<file path="src/hw/bbc_pkg.sv">
// Package: register map, field layout and encodings of the channel B break comparator
package bbc_pkg;

  // ****************************************************************
  // Register bus
  // ****************************************************************
  localparam int unsigned REG_ADDR_W = 8;
  localparam int unsigned REG_DATA_W = 32;
  typedef logic [REG_ADDR_W-1:0] bbc_addr_t;
  typedef logic [REG_DATA_W-1:0] bbc_word_t;

  localparam bbc_addr_t OFS_BREAK_ADDR = 8'h00;
  localparam bbc_addr_t OFS_ADDR_MASK = 8'h04;
  localparam bbc_addr_t OFS_BREAK_DATA = 8'h08;
  localparam bbc_addr_t OFS_DATA_MASK = 8'h0C;
  localparam bbc_addr_t OFS_BUS_CYCLE = 8'h10;
  localparam bbc_addr_t OFS_REPEAT_CTRL = 8'h14;
  localparam bbc_addr_t OFS_REPEAT_LIVE = 8'h18;
  localparam bbc_addr_t OFS_IRQ_STATUS = 8'h1C;
  localparam bbc_addr_t OFS_IRQ_MASK = 8'h20;

  // ****************************************************************
  // Reset values
  // ****************************************************************
  localparam bbc_word_t WORD_RST = 32'h0000_0000;
  localparam bbc_word_t WORD_ZERO = 32'h0000_0000;

  // ****************************************************************
  // Bus cycle select layout
  // ****************************************************************
  localparam int unsigned CYC_SEL_W = 8;
  typedef logic [CYC_SEL_W-1:0] bbc_cyc_t;
  localparam bbc_cyc_t CYC_SEL_RST = 8'h00;
  localparam int unsigned MASTER_HI = 7;
  localparam int unsigned MASTER_LO = 6;
  localparam int unsigned TYPE_HI = 5;
  localparam int unsigned TYPE_LO = 4;
  localparam int unsigned DIR_HI = 3;
  localparam int unsigned DIR_LO = 2;
  localparam int unsigned SIZE_HI = 1;
  localparam int unsigned SIZE_LO = 0;

  localparam logic [1:0] SEL_OFF = 2'h0;
  localparam logic [1:0] MASTER_DMA = 2'h2;
  localparam logic [1:0] SIZE_ANY = 2'h0;
  localparam logic [1:0] SIZE_BYTE = 2'h1;
  localparam logic [1:0] SIZE_WORD = 2'h2;
  localparam logic [1:0] SIZE_LONG = 2'h3;

  // Byte lanes for byte-size data compare
  localparam bbc_word_t LANE_EVEN_MASK = 32'h0000_FF00;
  localparam bbc_word_t LANE_ODD_MASK = 32'h0000_00FF;
  localparam bbc_word_t LANE_ALL_MASK = 32'hFFFF_FFFF;

  // ****************************************************************
  // Repeat count and interrupt layout
  // ****************************************************************
  localparam int unsigned RPT_CNT_W = 12;
  typedef logic [RPT_CNT_W-1:0] bbc_rpt_t;
  localparam bbc_rpt_t RPT_RST = 12'h000;
  localparam bbc_rpt_t RPT_ONE = 12'h001;
  localparam int unsigned RPT_EN_BIT = 16;

  localparam int unsigned IRQ_W = 2;
  typedef logic [IRQ_W-1:0] bbc_irq_t;
  localparam bbc_irq_t IRQ_RST = 2'h0;
  localparam int unsigned IRQ_MATCH_BIT = 0;
  localparam int unsigned IRQ_BREAK_BIT = 1;

endpackage : bbc_pkg

</file>
<file path="src/hw/bbc_match.sv">
// Combinational compare of one monitored bus cycle against channel B conditions
`timescale 1ns/10ps
`default_nettype none

module bbc_match (
  input wire logic [31:0] break_addr,
  input wire logic [31:0] addr_mask,
  input wire logic [31:0] break_data,
  input wire logic [31:0] data_mask,
  input wire logic [7:0] cycle_sel,
  input wire logic data_cmp_en,
  input wire logic bus_valid,
  input wire logic bus_is_dma,
  input wire logic bus_is_fetch,
  input wire logic bus_is_write,
  input wire logic [1:0] bus_size,
  input wire logic [31:0] bus_addr,
  input wire logic [31:0] bus_data,
  output logic cond_hit
);

  logic [1:0] master_sel;
  logic [1:0] type_sel;
  logic [1:0] dir_sel;
  logic [1:0] size_sel;
  logic [31:0] lane_mask;
  logic [31:0] data_cmp_mask;
  logic [31:0] addr_bit_ok;
  logic [31:0] data_bit_ok;
  logic addr_ok;
  logic data_ok;
  logic master_ok;
  logic type_ok;
  logic dir_ok;
  logic size_ok;

  assign master_sel = cycle_sel[bbc_pkg::MASTER_HI:bbc_pkg::MASTER_LO];
  assign type_sel = cycle_sel[bbc_pkg::TYPE_HI:bbc_pkg::TYPE_LO];
  assign dir_sel = cycle_sel[bbc_pkg::DIR_HI:bbc_pkg::DIR_LO];
  assign size_sel = cycle_sel[bbc_pkg::SIZE_HI:bbc_pkg::SIZE_LO];

  // ****************************************************************
  // Per-bit masked compare
  // ****************************************************************
  genvar gi;
  generate
    for (gi = 0; gi < 32; gi++) begin : g_bit
      // Mask bit one drops the bit from the compare
      assign addr_bit_ok[gi] = addr_mask[gi] | (bus_addr[gi] == break_addr[gi]);
      assign data_bit_ok[gi] = ~data_cmp_mask[gi] | (bus_data[gi] == break_data[gi]);
    end
  endgenerate

  // Byte compare uses the lane picked by the break address parity
  always_comb begin
    if (size_sel == bbc_pkg::SIZE_BYTE) begin
      lane_mask = break_addr[0] ? bbc_pkg::LANE_ODD_MASK : bbc_pkg::LANE_EVEN_MASK;
    end else begin
      lane_mask = bbc_pkg::LANE_ALL_MASK;
    end
    data_cmp_mask = ~data_mask & lane_mask;
  end

  assign addr_ok = &addr_bit_ok;
  assign data_ok = !data_cmp_en || (&data_bit_ok);

  // ****************************************************************
  // Cycle attribute selects
  // ****************************************************************
  always_comb begin
    // X1 is CPU, 10 is DMA, 00 never matches
    if (master_sel[0]) begin
      master_ok = !bus_is_dma;
    end else begin
      master_ok = (master_sel == bbc_pkg::MASTER_DMA) && bus_is_dma;
    end
    type_ok = bus_is_fetch ? type_sel[0] : type_sel[1];
    dir_ok = bus_is_write ? dir_sel[1] : dir_sel[0];
    size_ok = (size_sel == bbc_pkg::SIZE_ANY) || (size_sel == bus_size);
  end

  // All enabled sub-conditions in the same cycle
  assign cond_hit = bus_valid && addr_ok && data_ok && master_ok && type_ok
                    && dir_ok && size_ok;

endmodule : bbc_match

`default_nettype wire

</file>
<file path="src/hw/bbc_chan_b.sv">
// Channel B break comparator: registers, repeat counter, interrupt and match outputs
//
// Behaviour
// - Compare the 32-bit bus address against the break address register.
// - Address mask bit one excludes that address bit; zero includes it.
// - Break data register is 32 bits, readable and writable.
// - Data mask bit zero includes that data bit; one ignores it.
// - Byte data break: even address uses bits 15 to 8, odd 7 to 0.
// - Bus cycle select bits 15 to 8 are reserved and read zero.
// - Master field: 00 off, X1 CPU, 10 DMA.
// - Type field: 00 off, 01 fetch, 10 data, 11 either.
// - Direction field: 00 off, 01 read, 10 write, 11 either.
// - Size field: 00 any, 01 byte, 10 word, 11 longword.
// - Data compare enable comes from outside these registers.
// - Optional repeat count must be reached before a break is taken.
`timescale 1ns/10ps
`default_nettype none

module bbc_chan_b (
  input wire logic clock,
  input wire logic rst,
  input wire logic [7:0] reg_addr,
  input wire logic [31:0] reg_wdata,
  input wire logic reg_write,
  input wire logic reg_read,
  output logic [31:0] reg_rdata,
  input wire logic data_cmp_en,
  input wire logic bus_valid,
  input wire logic bus_is_dma,
  input wire logic bus_is_fetch,
  input wire logic bus_is_write,
  input wire logic [1:0] bus_size,
  input wire logic [31:0] instr_address_bus,
  input wire logic [31:0] data_address_bus,
  input wire logic [31:0] data_bus,
  output logic match_pulse,
  output logic break_pulse,
  output logic irq
);

  // ****************************************************************
  // Condition registers
  // ****************************************************************
  logic [31:0] break_addr_reg;
  logic [31:0] break_addr_next;
  logic [31:0] addr_mask_reg;
  logic [31:0] addr_mask_next;
  logic [31:0] break_data_reg;
  logic [31:0] break_data_next;
  logic [31:0] data_mask_reg;
  logic [31:0] data_mask_next;
  logic [7:0] cycle_sel_reg;
  logic [7:0] cycle_sel_next;

  // ****************************************************************
  // Repeat and interrupt state
  // ****************************************************************
  logic rpt_en_reg;
  logic rpt_en_next;
  logic [11:0] rpt_limit_reg;
  logic [11:0] rpt_limit_next;
  logic [11:0] rpt_hits_reg;
  logic [11:0] rpt_hits_next;
  logic [1:0] irq_status_reg;
  logic [1:0] irq_status_next;
  logic [1:0] irq_mask_reg;
  logic [1:0] irq_mask_next;
  logic match_reg;
  logic match_next;
  logic break_reg;
  logic break_next;
  logic [31:0] rdata_reg;
  logic [31:0] rdata_next;

  logic [31:0] bus_addr;
  logic cond_hit;
  logic [11:0] hits_plus;
  logic take_break;
  logic [1:0] irq_events;
  logic [1:0] irq_clear;

  // ****************************************************************
  // Address source and comparator
  // ****************************************************************
  // Fetches drive the instruction address bus, data cycles the other
  assign bus_addr = bus_is_fetch ? instr_address_bus : data_address_bus;

  bbc_match u_match (
    .break_addr(break_addr_reg),
    .addr_mask(addr_mask_reg),
    .break_data(break_data_reg),
    .data_mask(data_mask_reg),
    .cycle_sel(cycle_sel_reg),
    .data_cmp_en(data_cmp_en),
    .bus_valid(bus_valid),
    .bus_is_dma(bus_is_dma),
    .bus_is_fetch(bus_is_fetch),
    .bus_is_write(bus_is_write),
    .bus_size(bus_size),
    .bus_addr(bus_addr),
    .bus_data(data_bus),
    .cond_hit(cond_hit)
  );

  // ****************************************************************
  // Register writes
  // ****************************************************************
  always_comb begin
    break_addr_next = break_addr_reg;
    addr_mask_next = addr_mask_reg;
    break_data_next = break_data_reg;
    data_mask_next = data_mask_reg;
    cycle_sel_next = cycle_sel_reg;
    rpt_en_next = rpt_en_reg;
    rpt_limit_next = rpt_limit_reg;
    irq_mask_next = irq_mask_reg;
    irq_clear = bbc_pkg::IRQ_RST;
    if (reg_write) begin
      unique case (reg_addr)
        bbc_pkg::OFS_BREAK_ADDR: begin
          break_addr_next = reg_wdata;
        end
        bbc_pkg::OFS_ADDR_MASK: begin
          addr_mask_next = reg_wdata;
        end
        bbc_pkg::OFS_BREAK_DATA: begin
          break_data_next = reg_wdata;
        end
        bbc_pkg::OFS_DATA_MASK: begin
          data_mask_next = reg_wdata;
        end
        bbc_pkg::OFS_BUS_CYCLE: begin
          // Reserved upper byte is not stored
          cycle_sel_next = reg_wdata[bbc_pkg::CYC_SEL_W-1:0];
        end
        bbc_pkg::OFS_REPEAT_CTRL: begin
          rpt_en_next = reg_wdata[bbc_pkg::RPT_EN_BIT];
          rpt_limit_next = reg_wdata[bbc_pkg::RPT_CNT_W-1:0];
        end
        bbc_pkg::OFS_IRQ_STATUS: begin
          // Writing one clears that sticky bit
          irq_clear = reg_wdata[bbc_pkg::IRQ_W-1:0];
        end
        bbc_pkg::OFS_IRQ_MASK: begin
          irq_mask_next = reg_wdata[bbc_pkg::IRQ_W-1:0];
        end
        // Unmapped and read-only offsets ignore writes
        default: begin
        end
      endcase
    end
  end

  // ****************************************************************
  // Repeat counter and outputs
  // ****************************************************************
  assign hits_plus = rpt_hits_reg + bbc_pkg::RPT_ONE;

  always_comb begin
    rpt_hits_next = rpt_hits_reg;
    take_break = 1'b0;
    if (cond_hit) begin
      // Break on the match that brings the count to the limit
      // Limit of zero or one breaks on every match
      if (!rpt_en_reg || (hits_plus >= rpt_limit_reg)) begin
        take_break = 1'b1;
        rpt_hits_next = bbc_pkg::RPT_RST;
      end else begin
        rpt_hits_next = hits_plus;
      end
    end
    // Reprogramming the repeat control restarts the count
    // A match in that same cycle is not counted
    if (reg_write && (reg_addr == bbc_pkg::OFS_REPEAT_CTRL)) begin
      rpt_hits_next = bbc_pkg::RPT_RST;
    end
    match_next = cond_hit;
    break_next = take_break;
  end

  // ****************************************************************
  // Interrupt status
  // ****************************************************************
  always_comb begin
    irq_events = bbc_pkg::IRQ_RST;
    irq_events[bbc_pkg::IRQ_MATCH_BIT] = cond_hit;
    irq_events[bbc_pkg::IRQ_BREAK_BIT] = take_break;
    // New event wins over a clear in the same cycle
    irq_status_next = (irq_status_reg & ~irq_clear) | irq_events;
  end

  // ****************************************************************
  // Read data, one cycle after the read strobe
  // ****************************************************************
  always_comb begin
    // Idle and unmapped reads return zero
    rdata_next = bbc_pkg::WORD_ZERO;
    if (reg_read) begin
      unique case (reg_addr)
        bbc_pkg::OFS_BREAK_ADDR: begin
          rdata_next = break_addr_reg;
        end
        bbc_pkg::OFS_ADDR_MASK: begin
          rdata_next = addr_mask_reg;
        end
        bbc_pkg::OFS_BREAK_DATA: begin
          rdata_next = break_data_reg;
        end
        bbc_pkg::OFS_DATA_MASK: begin
          rdata_next = data_mask_reg;
        end
        bbc_pkg::OFS_BUS_CYCLE: begin
          rdata_next[bbc_pkg::CYC_SEL_W-1:0] = cycle_sel_reg;
        end
        bbc_pkg::OFS_REPEAT_CTRL: begin
          rdata_next[bbc_pkg::RPT_EN_BIT] = rpt_en_reg;
          rdata_next[bbc_pkg::RPT_CNT_W-1:0] = rpt_limit_reg;
        end
        bbc_pkg::OFS_REPEAT_LIVE: begin
          rdata_next[bbc_pkg::RPT_CNT_W-1:0] = rpt_hits_reg;
        end
        bbc_pkg::OFS_IRQ_STATUS: begin
          rdata_next[bbc_pkg::IRQ_W-1:0] = irq_status_reg;
        end
        bbc_pkg::OFS_IRQ_MASK: begin
          rdata_next[bbc_pkg::IRQ_W-1:0] = irq_mask_reg;
        end
        default: begin
          rdata_next = bbc_pkg::WORD_ZERO;
        end
      endcase
    end
  end

  // ****************************************************************
  // State registers
  // ****************************************************************
  // Software-written registers
  always_ff @(posedge clock) begin
    if (rst) begin
      break_addr_reg <= bbc_pkg::WORD_RST;
      addr_mask_reg <= bbc_pkg::WORD_RST;
      break_data_reg <= bbc_pkg::WORD_RST;
      data_mask_reg <= bbc_pkg::WORD_RST;
      cycle_sel_reg <= bbc_pkg::CYC_SEL_RST;
      rpt_en_reg <= 1'b0;
      rpt_limit_reg <= bbc_pkg::RPT_RST;
      irq_mask_reg <= bbc_pkg::IRQ_RST;
    end else begin
      break_addr_reg <= break_addr_next;
      addr_mask_reg <= addr_mask_next;
      break_data_reg <= break_data_next;
      data_mask_reg <= data_mask_next;
      cycle_sel_reg <= cycle_sel_next;
      rpt_en_reg <= rpt_en_next;
      rpt_limit_reg <= rpt_limit_next;
      irq_mask_reg <= irq_mask_next;
    end
  end

  // Repeat count and match pulses
  always_ff @(posedge clock) begin
    if (rst) begin
      rpt_hits_reg <= bbc_pkg::RPT_RST;
      match_reg <= 1'b0;
      break_reg <= 1'b0;
    end else begin
      rpt_hits_reg <= rpt_hits_next;
      match_reg <= match_next;
      break_reg <= break_next;
    end
  end

  // Sticky interrupt status
  always_ff @(posedge clock) begin
    if (rst) begin
      irq_status_reg <= bbc_pkg::IRQ_RST;
    end else begin
      irq_status_reg <= irq_status_next;
    end
  end

  // Read data register
  always_ff @(posedge clock) begin
    if (rst) begin
      rdata_reg <= bbc_pkg::WORD_RST;
    end else begin
      rdata_reg <= rdata_next;
    end
  end

  assign reg_rdata = rdata_reg;
  assign match_pulse = match_reg;
  assign break_pulse = break_reg;
  // Level output while an unmasked sticky bit is set
  assign irq = |(irq_status_reg & irq_mask_reg);

endmodule : bbc_chan_b

`default_nettype wire

</file>
<file path="config.mk">
export PLATFORM = sky130hd
export DESIGN_NAME = bbc_chan_b
export DESIGN_NICKNAME = d
export VERILOG_FILES = /design/src/hw/bbc_pkg.sv /design/src/hw/bbc_match.sv /design/src/hw/bbc_chan_b.sv
export SDC_FILE = /design/constraint.sdc
export NUM_CORES = 1
export LEC_CHECK = 0
export ABC_AREA = 0
export BUFFER_PORTS_ARGS = -buffer_cell sky130_fd_sc_hd__buf_4
export CAP_MARGIN = 20
export CORE_AREA = 2 2 145 147
export CTS_CLUSTER_DIAMETER = 150
export CTS_CLUSTER_SIZE = 10
export DETAILED_ROUTE_END_ITERATION = 7
export DIE_AREA = 0 0 147 149
export PLACE_DENSITY = 0.72
export REMOVE_ABC_BUFFERS = 1
export SYNTH_ARGS = -nofsm -noshare
export SYNTH_HDL_FRONTEND = slang
export SYNTH_SLANG_ARGS = --single-unit
</file>
<file path="constraint.sdc">
create_clock -name clock -period 4.05 [get_ports clock]
set_clock_uncertainty 0.05 [all_clocks]
set_input_delay 1.215 -clock clock [delete_from_list [all_inputs] [get_ports clock]]
set_output_delay 1.215 -clock clock [all_outputs]
set_load 0.02 [all_outputs]
</file>
==> results of run 1 <==
==> cell usage in the layout (no fill, tap or decap), types with 8 or more instances in the layout <==
master     count
nand2_1      315
buf_4        224
dfxtp_1      199
a21oi_1      169
mux2i_1       76
nor2_1        60
xnor2_1       37
nor2b_1       27
a22oi_1       27
a222oi_1      20
o22ai_1       18
clkbuf_16     17
nand3_1       16
inv_1         14
xor2_1        13
ha_1          13
a31oi_1       12
a211oi_1       9
nand4_1        9
o21ai_0        8
and4_1         8
==> worst reg2reg max path: cells and delay by family (launching register included) <==
kind	cells	cell delay, ns
buf+inv	1	0.15
simple gates	4	0.95
flops	1	0.44
fa+ha+maj	2	0.47
compound gates	6	1.48
==> per-stage QoR <==
stage | std cells | cell area, µm²
after CTS | 1685 | 12330
final | 1685 | 12330
after floorplan | 1150 | 9608
after detailed placement | 1654 | 11760
after global routing | 1685 | 12330
after global placement | 1654 | 11760
==> synthesized netlist by cell type (3+ instances only) <==
| master | number | area (µm²) |
|---|---|---|
| nor4_4 | 3 | 63.81 |
| nor3_1 | 4 | 20.02 |
| o2111ai_1 | 3 | 26.28 |
| or2_2 | 5 | 31.28 |
| clkbuf_1 | 57 | 214.0 |
| mux2_2 | 6 | 67.56 |
| nor4_2 | 3 | 37.54 |
| o31ai_1 | 5 | 37.54 |
| a21oi_1 | 169 | 845.8 |
| nand2b_1 | 7 | 43.79 |
| and4_1 | 8 | 70.07 |
| dfxtp_1 | 199 | 3984 |
| inv_1 | 14 | 52.55 |
| a311oi_1 | 4 | 35.03 |
| o21ai_0 | 8 | 40.04 |
| mux2i_1 | 76 | 760.7 |
| o22ai_1 | 18 | 112.6 |
| a22o_1 | 6 | 52.55 |
| or3_1 | 4 | 25.02 |
| xnor2_1 | 37 | 324.1 |
| nand2_1 | 315 | 1182 |
| a2111oi_0 | 5 | 43.79 |
| a222oi_1 | 20 | 200.2 |
| ha_1 | 13 | 162.7 |
| and2_1 | 5 | 31.28 |
| buf_2 | 19 | 95.09 |
| nand3_1 | 16 | 80.08 |
| nor2b_1 | 28 | 175.2 |
| nand4_1 | 9 | 56.30 |
| a211oi_1 | 9 | 67.56 |
| nor4_1 | 5 | 31.28 |
| nor2_1 | 60 | 225.2 |
| a31oi_1 | 12 | 75.07 |
| xor2_1 | 13 | 113.9 |
| buf_4 | 4 | 30.03 |
| a22oi_1 | 27 | 202.7 |
==> final timing paths <==
| path | from | end | slack (ns) |
|---|---|---|---|
| max | rpt_hits_reg[0] | rpt_hits_reg[7] | 0.43 |
| min | data_mask_reg[6] | data_mask_reg[6] | 0.42 |
| max reg2reg | rpt_hits_reg[0] | rpt_hits_reg[7] | 0.43 |
| min reg2reg | data_mask_reg[6] | data_mask_reg[6] | 0.42 |
==> power groups by stage <==
| stage | combinational [mW] | clock, mW | sequential [mW] |
|---|---|---|---|
| 3_5_place_dp | 0.335 | 0 | 2.00 |
| 3_3_place_gp | 0.335 | 0 | 2.00 |
| 5_1_grt | 0.357 | 1.79 | 1.96 |
| 4_1_cts | 0.336 | 1.71 | 1.96 |
| 6_report | 0.340 | 1.71 | 1.96 |
| 2_1_floorplan | 0.0987 | 0 | 2.00 |
==> cell families after synthesis <==
logic type                 Yosys count  share of synthesized area
buffers and inverters              100                    0.04669
and+or+nand+nor                    493                     0.2282
xor gates and xnor gates            50                    0.04369
AOI/OAI and AO/OA                  299                     0.1851
muxes                               82                    0.08264
adders and majority gates           13                    0.01623
DFF                                199                     0.3975
==> area by class of cell <==
| cell class | instances | area share |
|---|---|---|
| repair buffers | 229 | 0.1445 |
| multi-input cells | 937 | 0.4536 |
| clock buffers | 18 | 0.03561 |
| clock inverters | 13 | 0.01116 |
| inverters | 14 | 0.004261 |
| well taps | 275 | 0.02790 |
| flip-flops and latches | 199 | 0.3230 |
==> layer usage <==
metal	wire length, µm	track usage
met3	2793	0.04740
met2	16070	0.5042
met5	0	0
met1	14170	0.3987
met4	1312	0.1337
==> flow_metrics.py, run 1 <==
metrics = {
    "global_routing": {
        "grt_pass1_wl_um": 51740,
        "antenna_found_initial": 0,
        "track_usage": 0.3053,
        "grt_pass1_vias": 9220,
        "overflow": 0,
        "grt_max_degree": 101,
    },
    "finish": {
        "diodes": 0,
        "syn_to_final_growth_pct": 23.06,
        "multiInputGateArea_mm2": 0.005595,
        "fill_cells": 1906,
        "layout.nets": 1558,
        "finish.utilization": 0.6000,
        "seq_area_mm2": 0.003984,
        "drive_gt1_frac": 0.2078,
    },
    "outcome": {
        "status": "finished clean",
    },
    "logic_synthesis": {
        "ys_types": 64,
        "synth_edf_count": 0,
        "synthArstFlopShare": 0,
        "seq_area_frac_synth": 0.3975,
        "avgSynthCellArea_um2": 8.110,
        "synth_flop_cell": "dfxtp_1",
        "yosys_register_bits": 199,
        "syn_inst": 1236,
        "synth_area_mm2": 0.01002,
        "synth_warnings": 0,
    },
    "worst_setup_path": {
        "worstSetupPathType": "reg -> reg",
        "cpMostUsedCell": "ha_1",
        "cp_slowest_cell": "dfxtp_1",
        "cp-start-kind": "flip-flop",
        "crit_path_end_kind": "flip-flop",
        "crit_fanout": 8,
        "slowest_delay_ns": 0.44,
        "required_ns": 4.35,
        "cp_top_family": "compound AO/OA/AOI/OAI gates",
        "crit_buf_inv": 1,
        "path_depth": 13,
        "cp_cell_sequence": "ha_1 > nand3_1 > or3_1 > nand2b_1 > ha_1 > a21o_1 > a211oi_1 > buf_4 > o211ai_1 > a31o_2 > a2111oi_2 > nand4_2 > o31ai_1",
        "r2r_cells": 13,
        "arrival_ns": 3.92,
    },
    "timing": {
        "finalMaxSlewViolations": 0,
        "slew_headroom": 0.2438,
        "holdWs_ns": 0.4240,
        "period_share": 0.8943,
        "fin_setup_tns_ns": 0,
        "rsz0062_at_grt": "no",
        "setup_viol": 0,
        "worstMarginPinSlew_ns": 1.134,
        "hold_viol": 0,
        "max_freq_mhz": 276.1,
        "worst_slack_ns": 0.4281,
        "period_needed_ns": 3.622,
    },
    "floorplanning": {
        "fp.dieH_um": 149,
        "die_w_um": 147,
        "die-area_mm2": 0.02190,
        "ioPinCount": 182,
        "coreArea_mm2": 0.02056,
        "start_util": 0.4876,
        "rows": 53,
    },
    "clock_network": {
        "htreeDepth": 4,
        "cts_tree": "built",
        "root_buffer": "clkbuf_16",
        "post_cts_buffers": 0,
        "clk_latency_ns": 0.44,
        "cts_buffers": 17,
        "cts_sinks": 199,
        "clk_pin_slew_ns": 0.07,
        "hold_buffers": 0,
        "postCtsResizedCells": 0,
        "cts.path.max_buffers": 2,
    },
    "pwr": {
        "p_leak_nw": 4.515,
        "p_clk_frac": 0.427,
        "power.total_mw": 4.008,
        "p_sw_mw": 1.010,
        "power_frac_comb": 0.085,
        "p_per_area_mw_per_mm2": 325.0,
        "seqPwrFrac": 0.489,
        "swShare": 0.2520,
        "internal-power_mw": 2.998,
        "peakVddDrop_uv": 279.3,
    },
    "min_path": {
        "whs_path_depth": 2,
        "hold_path.class": "reg -> reg",
    },
    "place": {
        "port_buffers": 181,
        "routabilityCongestion": 0.9167,
        "pre_cts_ws_ns": 0.06225,
        "dpl.hpwl_um": 24350,
    },
    "detailed_routing": {
        "viasPerCell": 5.905,
        "wl_per_cell_um": 20.38,
        "dr.pass1.iters": 6,
        "detail-route-antenna-nets": 0,
        "totalWireLength_um": 34350,
        "vias": 9950,
        "drc": 0,
        "drt-initial-drc-count": 1056,
    },
    "job": {
        "drv_cap": 0,
    },
}
(Power assumes the default switching activity.)
==> inputs of run 2 (changes only) <==
--- a/config.mk
+++ b/config.mk
@@ -7,13 +7,15 @@
 export LEC_CHECK = 0
 export ABC_AREA = 0
 export BUFFER_PORTS_ARGS = -buffer_cell sky130_fd_sc_hd__buf_4
-export CAP_MARGIN = 20
-export CORE_AREA = 2 2 145 147
+export CAP_MARGIN = 10
+export CELL_PAD_IN_SITES_DETAIL_PLACEMENT = 1
+export CELL_PAD_IN_SITES_GLOBAL_PLACEMENT = 1
+export CORE_AREA = 2 2 160 162
 export CTS_CLUSTER_DIAMETER = 150
 export CTS_CLUSTER_SIZE = 10
 export DETAILED_ROUTE_END_ITERATION = 7
-export DIE_AREA = 0 0 147 149
-export PLACE_DENSITY = 0.72
+export DIE_AREA = 0 0 162 164
+export PLACE_DENSITY_LB_ADDON = 0.1
 export REMOVE_ABC_BUFFERS = 1
 export SYNTH_ARGS = -nofsm -noshare
 export SYNTH_HDL_FRONTEND = slang
==> run 2 against run 1 <==
Die area rose by 21%. First-iteration DRC count fell by 33%. Core utilization fell by 10 points. Worst setup slack got worse by 0.027 ns. Combinational power rose by 1%. Cell count rose by 3.3%. Maximum frequency fell by 0.73%. Sequential share of layout area fell by 0.19 points. Routed wire length rose by 14%. Non-clock buffer count rose by 1. Largest cell class unchanged. Global-route usage fell by 0.98 points. Hold slack improved by 0.0012 ns.
==> flow_metrics.py, run 2 (synthesis results as in run 1) <==
metrics = {
    "outcome": {
        "status": "finished clean",
    },
    "worst_setup_path": {
        "cpMostUsedCell": "ha_1",
        "cp_cell_sequence": "ha_1 > nand3_1 > or3_1 > nand2b_1 > ha_1 > a21o_1 > a211oi_1 > o211ai_1 > a31o_2 > a2111oi_2 > nand4_2 > o31ai_1",
        "arrival_ns": 3.94,
        "crit_path_end_kind": "flip-flop",
        "worstSetupPathType": "reg -> reg",
        "cp_slowest_cell": "dfxtp_1",
        "crit_fanout": 8,
        "slowest_delay_ns": 0.43,
        "required_ns": 4.34,
        "r2r_start": "rpt_hits_reg[0]",
        "setup.worst_path.start": "rpt_hits_reg[0]",
        "cp_top_family": "compound AO/OA/AOI/OAI gates",
        "cp-start-kind": "flip-flop",
        "crit_buf_inv": 0,
    },
    "clock_network": {
        "clk_latency_ns": 0.44,
        "cts.path.max_buffers": 2,
        "cts_sinks": 199,
        "clk_pin_slew_ns": 0.08,
        "hold_buffers": 0,
        "cts_buffers": 17,
        "post_cts_buffers": 0,
        "cts_tree": "built",
        "htreeDepth": 4,
        "root_buffer": "clkbuf_16",
        "postCtsResizedCells": 0,
    },
    "timing": {
        "holdWs_ns": 0.4252,
        "period_share": 0.9009,
        "worst_slack_ns": 0.4015,
        "finalMaxSlewViolations": 0,
        "hold_viol": 0,
        "slew_headroom": 0.3291,
        "rsz0062_at_grt": "no",
        "worstMarginPinSlew_ns": 1.006,
        "max_freq_mhz": 274.1,
        "fin_setup_tns_ns": 0,
        "setup_viol": 0,
        "period_needed_ns": 3.649,
    },
    "finish": {
        "finish.utilization": 0.4999,
        "final_area_mm2": 0.01241,
        "drive_gt1_frac": 0.2084,
        "fin_cells": 1741,
        "diodes": 0,
        "final_common_cell": "nand2_1",
        "layout.nets": 1559,
        "final_cell_mix": "nand2_1 (315), buf_4 (227), dfxtp_1 (199)",
        "syn_to_final_growth_pct": 23.78,
    },
    "detailed_routing": {
        "totalWireLength_um": 39160,
        "wl_per_cell_um": 22.49,
        "drt-initial-drc-count": 709,
        "drc": 0,
        "viasPerCell": 5.701,
        "vias": 9926,
        "dr.pass1.iters": 7,
        "detail-route-antenna-nets": 0,
    },
    "pwr": {
        "p_leak_nw": 4.530,
        "peakVddDrop_uv": 187.4,
        "power.total_mw": 4.074,
        "p_per_area_mw_per_mm2": 328.4,
    },
    "min_path": {
        "hold_path.class": "reg -> reg",
        "min-delay-start": "data_mask_reg[15]",
    },
    "global_routing": {
        "overflow": 0,
        "antenna_found_initial": 0,
        "grt_max_degree": 88,
        "grt_pass1_wl_um": 59390,
        "track_usage": 0.2955,
        "grt_pass1_vias": 9967,
    },
    "place": {
        "place_area_mm2": 0.01180,
        "dp_cells": 1709,
        "routabilityCongestion": 0.8717,
        "dpl.hpwl_um": 28560,
        "pre_cts_ws_ns": 0.04949,
        "port_buffers": 181,
    },
    "floorplanning": {
        "rows": 58,
        "coreArea_mm2": 0.02482,
        "ioPinCount": 182,
        "die-area_mm2": 0.02657,
        "fp.dieH_um": 164,
        "start_util": 0.4039,
        "die_w_um": 162,
    },
    "job": {
        "drv_cap": 0,
    },
}
[run 2: cell count changes in the layout (fill, tap and decap cells not counted), sizes merged]
cell      delta
inv          +2
clkinv       +1
buf          +1
clkinvlp     -3
[run 2: where the power goes]
part | total (mW) | switching [mW] | internal, mW
sequential | 1.96 | 0.00196 | 1.96
clock | 1.77 | 0.870 | 0.901
combinational | 0.345 | 0.187 | 0.158
total | 4.07 | 1.06 | 3.01
[run 2: path summary, 6_finish.rpt]
path,endpoint,slack (ns),depth (start not counted)
worst max-delay path,rpt_hits_reg[9],0.40,12
worst min-delay path,data_mask_reg[15],0.43,2
worst max register to register,rpt_hits_reg[9],0.40,12
worst min register to register,data_mask_reg[15],0.43,2
[run 2: worst reg2reg max path, stage by stage (launching register included)]
cell and delay [ns]:
dfxtp_1 0.43, ha_1 0.22, nand3_1 0.12, or3_1 0.39, nand2b_1 0.10, ha_1 0.25, a21o_1 0.17, a211oi_1 0.32
o211ai_1 0.17, a31o_2 0.33, a2111oi_2 0.42, nand4_2 0.29, o31ai_1 0.30
[run 2: metal layers]
| layer | track usage | routed length [µm] | part of all wire | vias to the layer above |
|---|---|---|---|---|
| met4 | 0.1094 | 1199 | 0.031 | 0 |
| met2 | 0.5006 | 18760 | 0.48 | 372 |
| met1 | 0.3850 | 16730 | 0.43 | 4834 |
| met3 | 0.04015 | 2470 | 0.063 | 66 |
| li1 | - | - | - | 4654 |
| met5 | 0 | 0 | 0 | - |
[run 2: cell type report]
class	instances	area, µm²
clock inverter	13	158.9
multi-input combinational	937	5595
sequential	199	3984
clock buffer	18	439.2
timing repair buffer	230	1764
inverter	14	52.55
fill	3060	12410
tap	330	412.9
